**src/sioa_map.vh**
```
// sioa_map.vh: offsets, fields, reset values and timing counts of the special I/O unit
// assumes a 50 MHz system clock and 32-bit register data
`ifndef SIOA_MAP_VH
`define SIOA_MAP_VH

// register byte offsets
`define SIOA_OFS_SEL 6'h00
`define SIOA_OFS_VAL 6'h04
`define SIOA_OFS_RDV 6'h08
`define SIOA_OFS_FULL 6'h0c
`define SIOA_OFS_FUNC 6'h10
`define SIOA_OFS_ATT 6'h14
`define SIOA_OFS_STS 6'h18
`define SIOA_OFS_MSK 6'h1c

// geometry
`define SIOA_NPIN 8
`define SIOA_NCH 4
`define SIOA_ADC_W 10
`define SIOA_FUNC_W 3

// pin function codes
`define SIOA_FN_DIN 3'h0
`define SIOA_FN_DOUT 3'h1
`define SIOA_FN_PWM 3'h2
`define SIOA_FN_FREQ 3'h3
`define SIOA_FN_AIN 3'h4
`define SIOA_FN_AOUT 3'h5

// attach register fields
`define SIOA_ATT_CH_LSB 0
`define SIOA_ATT_PIN_LSB 4
`define SIOA_ATT_CODE_LSB 12
`define SIOA_ATT_EN_BIT 16

// edge select codes
`define SIOA_EDGE_RISE 2'h0
`define SIOA_EDGE_FALL 2'h1
`define SIOA_EDGE_BOTH 2'h2

// reset values
`define SIOA_RST_FUNC 24'h000000
`define SIOA_RST_FULL 32'h000003e8
`define SIOA_RST_SEL 32'h00000000

// timing
`define SIOA_CLK_HZ 50000000
`define SIOA_PWM_TICK_HZ 1000000
// clock cycles per duty tick, minus one
`define SIOA_PWM_DIV_M1 6'h31
`define SIOA_FREQ_MAX_HZ 32'h003d0900
// half the clock rate, toggle threshold of the square wave accumulator
`define SIOA_HALF_CLK 25'h17d7840

`endif

```
**src/sioa_top.v**
```verilog
// sioa_top.v: special I/O pin access unit with register port, pwm, frequency and edge events
// assumes pins and converter codes synchronous to MCLK, converter codes already 10-bit
`include "sioa_map.vh"

// Behaviour
// - digital pin read returns only zero for low or one for high
// - read naming a nonexistent pin returns zero
// - converter pin read returns unsigned code within configured resolution
// - write naming a nonexistent pin changes nothing at all
// - digital output: zero written drives low, nonzero drives high
// - duty output: written value sets high time, full scale gives constant high
// - frequency output: written value is square wave frequency in hertz
// - frequency of zero holds the pin steadily low
// - frequency above four megahertz saturates at four megahertz
// - analogue output takes the written value unchanged
// - event channel attaches to a digital input pin edge
// - edge code 0 rising, 1 falling, 2 both directions
// - edge on channel n raises event n
// - duty counter is 32-bit, stepping at 1 MHz, period equals full scale
// - duty value at or above full scale gives constant high
module sioa_top (
  input wire MCLK,
  input wire SYS_RST,
  input wire CE,
  input wire [5:0] ADDR,
  input wire [31:0] WDATA,
  input wire WR,
  input wire RD,
  input wire [7:0] PIN_I,
  input wire [79:0] ADC_CODE,
  output reg [31:0] RDATA,
  output reg [7:0] PIN_O,
  output reg [7:0] PIN_OE,
  output reg [255:0] ANA_OUT,
  output reg [3:0] EVENT,
  output reg IRQ
);

  localparam [5:0] PWM_DIV_M1 = `SIOA_PWM_DIV_M1;
  localparam [31:0] FREQ_MAX = `SIOA_FREQ_MAX_HZ;
  localparam [24:0] HALF_CLK = `SIOA_HALF_CLK;

  // checks that a pin number names an existing pin
  function pin_ok;
    input [31:0] num;
    begin
      pin_ok = (num < `SIOA_NPIN);
    end
  endfunction

  // decides whether an edge qualifies under an edge select code
  function edge_hit;
    input [1:0] code;
    input rise;
    input fall;
    begin
      case (code)
        `SIOA_EDGE_RISE: edge_hit = rise;
        `SIOA_EDGE_FALL: edge_hit = fall;
        `SIOA_EDGE_BOTH: edge_hit = rise | fall;
        default: edge_hit = 1'b0;
      endcase
    end
  endfunction

  // clips a requested frequency to the 4 MHz ceiling
  function [24:0] freq_clip;
    input [31:0] hz;
    begin
      freq_clip = (hz > FREQ_MAX) ? FREQ_MAX[24:0] : hz[24:0];
    end
  endfunction

  reg [31:0] pin_select_number;
  reg [31:0] duty_full_scale_value;
  reg [23:0] func;
  reg [31:0] pin_write_value [0:7];
  reg [3:0] ch_en;
  reg [2:0] ch_pin [0:3];
  reg [1:0] edge_select_code [0:3];
  reg [3:0] sts;
  reg [3:0] msk;
  reg [7:0] sync_a;
  reg [7:0] sync_b;
  reg [7:0] sync_prev;
  reg [5:0] pwm_div;
  reg [31:0] pwm_cnt;
  reg [24:0] acc [0:7];
  reg [7:0] sq;

  wire wr_sel = WR && (ADDR == `SIOA_OFS_SEL);
  wire pin_write_request = WR && (ADDR == `SIOA_OFS_VAL);
  wire pin_read_request = RD && (ADDR == `SIOA_OFS_RDV);
  wire wr_full = WR && (ADDR == `SIOA_OFS_FULL);
  wire wr_func = WR && (ADDR == `SIOA_OFS_FUNC);
  wire edge_event_attach = WR && (ADDR == `SIOA_OFS_ATT);
  wire wr_sts = WR && (ADDR == `SIOA_OFS_STS);
  wire wr_msk = WR && (ADDR == `SIOA_OFS_MSK);
  wire sel_ok = pin_ok(pin_select_number);
  wire [2:0] sel_idx = pin_select_number[2:0];
  wire [1:0] att_ch = WDATA[`SIOA_ATT_CH_LSB +: 2];
  wire [7:0] att_pin = WDATA[`SIOA_ATT_PIN_LSB +: 8];
  wire [1:0] att_code = WDATA[`SIOA_ATT_CODE_LSB +: 2];
  wire att_en = WDATA[`SIOA_ATT_EN_BIT];
  wire pwm_tick = (pwm_div == PWM_DIV_M1);
  wire [2:0] sel_func = func[sel_idx * `SIOA_FUNC_W +: `SIOA_FUNC_W];

  // read data of the pin access register
  reg [31:0] pin_value;
  always @* begin
    pin_value = 32'h00000000;
    if (sel_ok) begin
      if (sel_func == `SIOA_FN_AIN)
        pin_value = {22'h000000, ADC_CODE[sel_idx * `SIOA_ADC_W +: `SIOA_ADC_W]};
      else
        pin_value = {31'h00000000, sync_b[sel_idx]};
    end
  end

  // register read mux
  reg [31:0] next_rdata;
  always @* begin
    case (ADDR)
      `SIOA_OFS_SEL: next_rdata = pin_select_number;
      `SIOA_OFS_VAL: next_rdata = sel_ok ? pin_write_value[sel_idx] : 32'h00000000;
      `SIOA_OFS_RDV: next_rdata = pin_value;
      `SIOA_OFS_FULL: next_rdata = duty_full_scale_value;
      `SIOA_OFS_FUNC: next_rdata = {8'h00, func};
      `SIOA_OFS_ATT: next_rdata = {28'h0000000, ch_en};
      `SIOA_OFS_STS: next_rdata = {28'h0000000, sts};
      `SIOA_OFS_MSK: next_rdata = {28'h0000000, msk};
      default: next_rdata = 32'h00000000;
    endcase
  end

  // per-pin output drive
  reg [7:0] next_o;
  reg [7:0] next_oe;
  reg [2:0] fn;
  integer i;
  always @* begin
    next_o = 8'h00;
    next_oe = 8'h00;
    fn = 3'h0;
    for (i = 0; i < `SIOA_NPIN; i = i + 1) begin
      fn = func[i * `SIOA_FUNC_W +: `SIOA_FUNC_W];
      case (fn)
        `SIOA_FN_DOUT: begin
          next_o[i] = |pin_write_value[i];
          next_oe[i] = 1'b1;
        end
        `SIOA_FN_PWM: begin
          next_o[i] = (pin_write_value[i] >= duty_full_scale_value) ||
            (pwm_cnt < pin_write_value[i]);
          next_oe[i] = 1'b1;
        end
        `SIOA_FN_FREQ: begin
          next_o[i] = sq[i];
          next_oe[i] = 1'b1;
        end
        default: begin
          next_o[i] = 1'b0;
          next_oe[i] = 1'b0;
        end
      endcase
    end
  end

  // edge detection per channel
  reg [3:0] next_event;
  reg [2:0] cp;
  integer c;
  always @* begin
    next_event = 4'h0;
    cp = 3'h0;
    for (c = 0; c < `SIOA_NCH; c = c + 1) begin
      cp = ch_pin[c];
      if (ch_en[c] && func[cp * `SIOA_FUNC_W +: `SIOA_FUNC_W] == `SIOA_FN_DIN)
        next_event[c] = edge_hit(edge_select_code[c],
          sync_b[cp] & ~sync_prev[cp], ~sync_b[cp] & sync_prev[cp]);
    end
  end

  // register file, bus answer and flag logic
  integer k;
  always @(posedge MCLK) begin
    if (SYS_RST) begin
      RDATA <= 32'h00000000;
      pin_select_number <= `SIOA_RST_SEL;
      duty_full_scale_value <= `SIOA_RST_FULL;
      func <= `SIOA_RST_FUNC;
      ch_en <= 4'h0;
      sts <= 4'h0;
      msk <= 4'h0;
      EVENT <= 4'h0;
      IRQ <= 1'b0;
      ANA_OUT <= 256'h0;
      for (k = 0; k < `SIOA_NPIN; k = k + 1) begin
        pin_write_value[k] <= 32'h00000000;
      end
      for (k = 0; k < `SIOA_NCH; k = k + 1) begin
        ch_pin[k] <= 3'h0;
        edge_select_code[k] <= 2'h0;
      end
    end else if (CE) begin
      RDATA <= RD ? next_rdata : 32'h00000000;
      if (wr_sel)
        pin_select_number <= WDATA;
      if (wr_full)
        duty_full_scale_value <= WDATA;
      if (wr_func)
        func <= WDATA[23:0];
      if (wr_msk)
        msk <= WDATA[3:0];
      if (pin_write_request && sel_ok) begin
        pin_write_value[sel_idx] <= WDATA;
        if (sel_func == `SIOA_FN_AOUT)
          ANA_OUT[sel_idx * 32 +: 32] <= WDATA;
      end
      if (edge_event_attach && pin_ok({24'h000000, att_pin})) begin
        ch_en[att_ch] <= att_en;
        ch_pin[att_ch] <= att_pin[2:0];
        edge_select_code[att_ch] <= att_code;
      end
      EVENT <= next_event;
      sts <= (sts & ~(wr_sts ? WDATA[3:0] : 4'h0)) | next_event;
      IRQ <= |(sts & msk);
    end
  end

  // input synchroniser and edge history
  always @(posedge MCLK) begin
    if (SYS_RST) begin
      sync_a <= 8'h00;
      sync_b <= 8'h00;
      sync_prev <= 8'h00;
    end else if (CE) begin
      sync_a <= PIN_I;
      sync_b <= sync_a;
      sync_prev <= sync_b;
    end
  end

  // 1 MHz duty timer
  always @(posedge MCLK) begin
    if (SYS_RST) begin
      pwm_div <= 6'h00;
      pwm_cnt <= 32'h00000000;
    end else if (CE) begin
      pwm_div <= pwm_tick ? 6'h00 : pwm_div + 6'h01;
      if (pwm_tick) begin
        if (pwm_cnt + 32'h00000001 >= duty_full_scale_value)
          pwm_cnt <= 32'h00000000;
        else
          pwm_cnt <= pwm_cnt + 32'h00000001;
      end
    end
  end

  // square wave generators: toggle at twice the requested rate
  reg [199:0] asum;
  integer g;
  always @* begin
    asum = 200'h0;
    for (g = 0; g < `SIOA_NPIN; g = g + 1) begin
      asum[g * 25 +: 25] = acc[g] + freq_clip(pin_write_value[g]);
    end
  end

  integer f;
  always @(posedge MCLK) begin
    if (SYS_RST) begin
      sq <= 8'h00;
      for (f = 0; f < `SIOA_NPIN; f = f + 1) begin
        acc[f] <= 25'h0000000;
      end
    end else if (CE) begin
      for (f = 0; f < `SIOA_NPIN; f = f + 1) begin
        if (pin_write_value[f] == 32'h00000000 ||
            func[f * `SIOA_FUNC_W +: `SIOA_FUNC_W] != `SIOA_FN_FREQ) begin
          acc[f] <= 25'h0000000;
          sq[f] <= 1'b0;
        end else if (asum[f * 25 +: 25] >= HALF_CLK) begin
          acc[f] <= asum[f * 25 +: 25] - HALF_CLK;
          sq[f] <= ~sq[f];
        end else begin
          acc[f] <= asum[f * 25 +: 25];
        end
      end
    end
  end

  // pin drive registers
  always @(posedge MCLK) begin
    if (SYS_RST) begin
      PIN_O <= 8'h00;
      PIN_OE <= 8'h00;
    end else if (CE) begin
      PIN_O <= next_o;
      PIN_OE <= next_oe;
    end
  end

endmodule // sioa_top

```
**config.mk**
```make
export PLATFORM = sky130hd
export DESIGN_NAME = sioa_top
export DESIGN_NICKNAME = d
export VERILOG_FILES = /design/src/sioa_top.v
export VERILOG_INCLUDE_DIRS = /design/src
export SDC_FILE = /design/constraint.sdc
export NUM_CORES = 2
export LEC_CHECK = 0
export BUFFER_PORTS_ARGS = -buffer_cell sky130_fd_sc_hd__buf_2
export CAP_MARGIN = 20
export CORE_MARGIN = 5
export CORE_UTILIZATION = 60
export DETAILED_ROUTE_END_ITERATION = 12
export PLACE_DENSITY = 0.8
export SLEW_MARGIN = 20
export SYNTH_ARGS = -nofsm -noshare
export SYNTH_HDL_FRONTEND = slang
export SYNTH_SLANG_ARGS = --single-unit
```
**constraint.sdc**
```tcl
create_clock -name MCLK -period 8.3 [get_ports MCLK]
set_input_delay 1.66 -clock MCLK [delete_from_list [all_inputs] [get_ports MCLK]]
set_output_delay 1.66 -clock MCLK [all_outputs]
set_load 0.02 [all_outputs]
```
After elaboration in Yosys (flattened, before gate mapping)
Memory sizes are Yosys's and may differ from the RTL's. A register that Yosys moved wholly into a read port is not among the register bits. Index checks and enable logic that the tools add are counted.

Flip-flop bits (word level): 479. Bits in writable memories: 476. Bits of input ports: 131. Output and inout port bits: 309. Logic and storage cells: 535. Memories: 4.

Add/sub/neg operators: 19. $mul: 6. Magnitude comparators: 42. Eq/ne operators: 50. Shifts and indexed selects: 8. Multiplexer cells: 235. Bitwise gates (word level): 56. Reductions and logical operators: 90.

Memory list: pin_write_value (words 8, bits a word 32, read ports 9, clocked after Yosys merged registers in 1, wr ports 8, RTL line sioa_top.v:77) `reg [31:0] pin_write_value [0:7];`; acc (words 8, bits a word 25, read ports 8, clocked after Yosys merged registers in 0, wr ports 8, RTL line sioa_top.v:88) `reg [24:0] acc [0:7];`; ch_pin (words 4, bits a word 3, read ports 4, clocked after Yosys merged registers in 0, wr ports 4, RTL line sioa_top.v:79) `reg [2:0] ch_pin [0:3];`; edge_select_code (words 4, bits a word 2, read ports 4, clocked after Yosys merged registers in 0, wr ports 4, RTL line sioa_top.v:80) `reg [1:0] edge_select_code [0:3];`.

Operator list (count): $mux 25 (32); $ge 32x32->1 (9); $reduce_or 32->1 (9); $bwmux 256 (1); $gt 32x22->1 const B (8); $logic_not 32->1 (8); $lt 32x32->1 (8); $pmux 32 s8 (1); $shift 32x34->256 const A (1); $shiftx 32x34->256 (1); $add 25x25->25 (8); $ge 25x25->1 const B (8); $sub 25x25->25 const B (8); $mux 1 (163); $mux 32 (4); $shiftx 24x6->3 (5); $shiftx 80x8->10 (1); $eq 3x2->1 const B (16); $pmux 1 s3 (12); $neg 8->34 (1); $add 32x1->32 const B (1); $lt 32x4->1 const B (1); $or 1x1->1 (28); $reduce_and 2->1 (14); other kinds (39) (158).

Depth between registers and ports, before layout
An unclocked memory read counts as a cell.

Word-level depth: 12. Depth in mapped cells: 27. Depth with buffers taken out: 24.

Least setup slack after synthesis
Ideal clock, no wire load.

Path type: input port to flip-flop. Start: input port SYS_RST. End: memory acc[0][0] (enable). Library setup time: 0.551 ns. Arrival: 6.157 ns. Data required time: 7.749 ns. Path slack: 1.592 ns. Stages: 4. Path buffers: 2. Cells stage by stage: clkbuf_1 > nor2_1 > clkbuf_1 > inv_1.

RTL lines: from (decl) (RTL line sioa_top.v:23) `input wire SYS_RST,`; to (decl) (RTL line sioa_top.v:88).

==> out/summary.txt <==
==================================================================================================
GRT Max-Usage Layer                                                                           met2
Number of hold-slack violations in the final timing report                                       0
Final total negative setup slack                                                              0 ns
Kind of start point of the critical path                                                      flop
Total number of H-tree levels                                                                    3
Count of port buffers added during placement                                                   439
GR Layer Usage met1                                                                          0.517
Final period utilization                                                                     0.864
Number of max-slew violations in the final report                                                0
#FFs+latches synth                                                                             958
EDFF count, synth                                                                              476
Nets                                                                                          9157
Post-synthesis to final-layout area growth                                                   10.5%
Final setup slack of the worst path                                                        1.13 ns
Post-Route Utilization                                                                       0.667
Avg Synthesized Cell Area                                                                 8.76 µm²
Remaining routing DRC violations                                                                 0
Clock Power Share                                                                            0.437
Share of cells above drive strength 1                                                        0.121
Endpoint class of the critical path                                                           flop
Number of nets still failing antenna checks after routing                                        0
Most common cell after layout, fill and taps aside                                         nand2_1
Clock tree from TritonCTS                                                                     done
Site Rows                                                                                      125
Clock Path Buffers                                                                               3
Worst setup skew after layout                                                            0.0420 ns
Proportion of register bits with asynchronous set or reset after synthesis                       0
Detailed-route via count                                                                     67600
M3 GR Usage                                                                                  0.148
Final cell area excluding filler cells                                                  0.0775 mm²
Min cycle time layout                                                                      7.17 ns
Via count of the first global-routing pass                                                   63800
Pwr Density                                                                             149 mW/mm²
Inserted Clock Buffers                                                                         106
Setup slack at placement                                                                   1.52 ns
Initial drt markers                                                                          10100
Top library cells by usage in the layout, fill and taps aside                         nand2_1, ha_1, a21oi_1
Number of warnings issued by yosys                                                               0
Fin Hold WS                                                                               0.446 ns
Final Routed Wirelength                                                                  270000 µm
Run status                                                                            finished, final reports clean
Post-DP Area                                                                            0.0737 mm²
Gate count after technology mapping                                                           8000
Type of the worst min-delay path                                                           reg2reg
Starting Density                                                                             0.604
Global route overflow                                                                            0
Critical Setup Path Class                                                                  reg2reg
Worst slew margin                                                                            0.157
DIE AREA                                                                                 0.124 mm²
NetSw                                                                                      3.15 mW
First-pass DRT Iterations                                                                        9
Required time worst endpoint                                                               8.76 ns
RSZ-0062 raised after global routing                                                            no
Main flop type after synthesis                                                             dfxtp_1
Antenna violations before repair                                                                25
Clock transition time at the flip-flop clock pins of the worst setup and hold paths        0.06 ns
Global-route wire length before repair                                                   395000 µm
RePlAce Congestion                                                                            1.06
Portion of total power attributed to sequential cells                                        0.450
Switching Fraction                                                                           0.273
Worst-case vdd ir drop                                                                    0.180 mV
Final cell count without fillers                                                              9889
Width of the chip                                                                           352 µm
# Post-CTS Setup Buffers                                                                         0
Distinct cell type count after synthesis                                                       102
Clock sink count                                                                               958
Number of hold buffers added after CTS                                                           0
Core footprint                                                                           0.116 mm²
DIE HEIGHT                                                                                  352 µm
Detailed-route vias per instance                                                              6.83
Total Routing Usage GR                                                                       0.419
CTS root buffer                                                                          clkbuf_16
Transition time of the tightest slew-check pin                                             1.25 ns
Cells after DPL                                                                               9668
Post-cts gate resize count                                                                       0
Insertion delay of the later-clocked pin in the worst-skew pair                            0.72 ns
Routed length per placed instance                                                          27.3 µm
# setup viols final                                                                              0
Sequential cell area fraction in the yosys report                                            0.342
Int Power                                                                                  8.38 mW
Maximum number of pins on one net before global-route repair                                   121
Relative contribution of combinational cells to total power                                  0.114
Leakage power of the design                                                                33.1 nW
I/O pin cnt                                                                                    440
Met2 demand-to-capacity share in global routing                                              0.617
MaxCap Viol Count                                                                                0
Total half-perimeter wirelength after legalization and detailed placement                190000 µm
Peak Freq                                                                                  139 MHz
Synthesized cell area                                                                   0.0701 mm²
Total Power Consumption                                                                    11.5 mW
Arrival time reported for the critical path endpoint                                       7.63 ns
Largest fanout on the critical path                                                             21
Number of inserted filler cells in the final layout                                           9396
==================================================================================================
## final cells by class
class	instances	area, µm²	area share
inverter	426	1610	0.0207
antenna	19	47.5	0.000614
timing repair buffer	563	3170	0.0409
sequential	958	24000	0.309
clock buffer	160	3250	0.0420
tap	1524	1910	0.0246
multi-input combinational	6198	43100	0.556
clock inverter	41	457	0.00590
## layer usage
| layer | vias to the layer above | wire length [µm] |
|---|---|---|
| li1 | 29800 | - |
| met5 | - | 53 |
| met4 | 8 | 23200 |
| met1 | 31800 | 95700 |
| met3 | 1146 | 39800 |
| met2 | 4911 | 111000 |
## registers in the layout (all words and copies together) (netlist names), 6 cells and up, named ones only
register	flops
acc	200
sync_a	8
pwm_div	6
edge_select_code	8
sq	8
ch_pin	12
func	24
sync_b	8
ANA_OUT	256
PIN_OE	8
RDATA	32
pin_write_value	256
duty_full_scale_value	32
sync_prev	8
pwm_cnt	32
PIN_O	8
pin_select_number	32
## power groups by stage
| stage | logic, mW | registers [mW] | clock network [mW] |
|---|---|---|---|
| finish | 1.31 | 5.18 | 5.03 |
| global route | 1.40 | 5.18 | 5.22 |
| CTS | 1.26 | 5.17 | 5.01 |
| detailed placement | 1.25 | 5.27 | 0 |
| global placement | 1.21 | 5.27 | 0 |
| floorplan | 0.885 | 5.22 | 0 |
## cell usage after synthesis, types with 45 or more instances
cell,n,share of area
nand3b_1,69,0.0074
inv_1,424,0.023
a211oi_1,69,0.0074
nor4_1,96,0.0086
o21ai_0,312,0.022
a21o_1,266,0.028
nand4_1,177,0.016
or2_2,73,0.0065
nand3_1,263,0.019
xnor2_1,146,0.018
and3_1,85,0.0076
nand2_1,838,0.045
edfxtp_1,476,0.20
a21oi_1,750,0.054
mux4_2,98,0.031
nor2_1,556,0.030
ha_1,765,0.14
nor3_1,182,0.013
or3_1,62,0.0055
xor2_1,87,0.011
mux2i_1,100,0.014
dfxtp_1,482,0.14
a31oi_1,47,0.0042
and2_1,318,0.028
nand2b_1,92,0.0082
nor2b_1,72,0.0064
o211ai_1,45,0.0048
clkbuf_1,385,0.021
## cell families after synthesis
group,after synthesis,synth area share
and+or+nand+nor,3000,0.216
other,1,0.0000535
buffers and inverters,859,0.0467
DFF,958,0.342
AOI/OAI and AO/OA,1948,0.177
xor gates and xnor gates,233,0.0291
adders and majority gates,773,0.139
muxes,228,0.0506
## critical path, cell delays in order (launching register included)
cell and delay [ns]:
edfxtp_1 0.45, nor4_1 1.07, nand2_1 0.09, a2111oi_0 0.68
buf_4 0.24, a22oi_1 0.06, buf_4 0.20, nor2_1 0.21
ha_1 0.28, a21o_1 0.20, a221oi_1 0.59, o21bai_1 0.12
a21oi_1 0.19, xor2_1 0.29, ha_1 0.21, nand3_1 0.06
nor4_1 0.43, and4_1 0.31, a41oi_1 0.14, o31a_1 0.27
nor2_4 0.43, a21oi_1 0.14, a31o_2 0.24
## final timing paths
check | startpoint | slack (ns) | endpoint | depth (start not counted)
setup reg to reg | pin_write_value[2][26] | 1.13 | acc[0][70] | 22
hold / removal | ANA_OUT[16] | 0.45 | ANA_OUT[16] | 2
hold reg to reg | ANA_OUT[16] | 0.45 | ANA_OUT[16] | 2
setup / recovery | pin_write_value[2][26] | 1.13 | acc[0][70] | 22
Note: power is estimated with default switching activity, not from simulation.
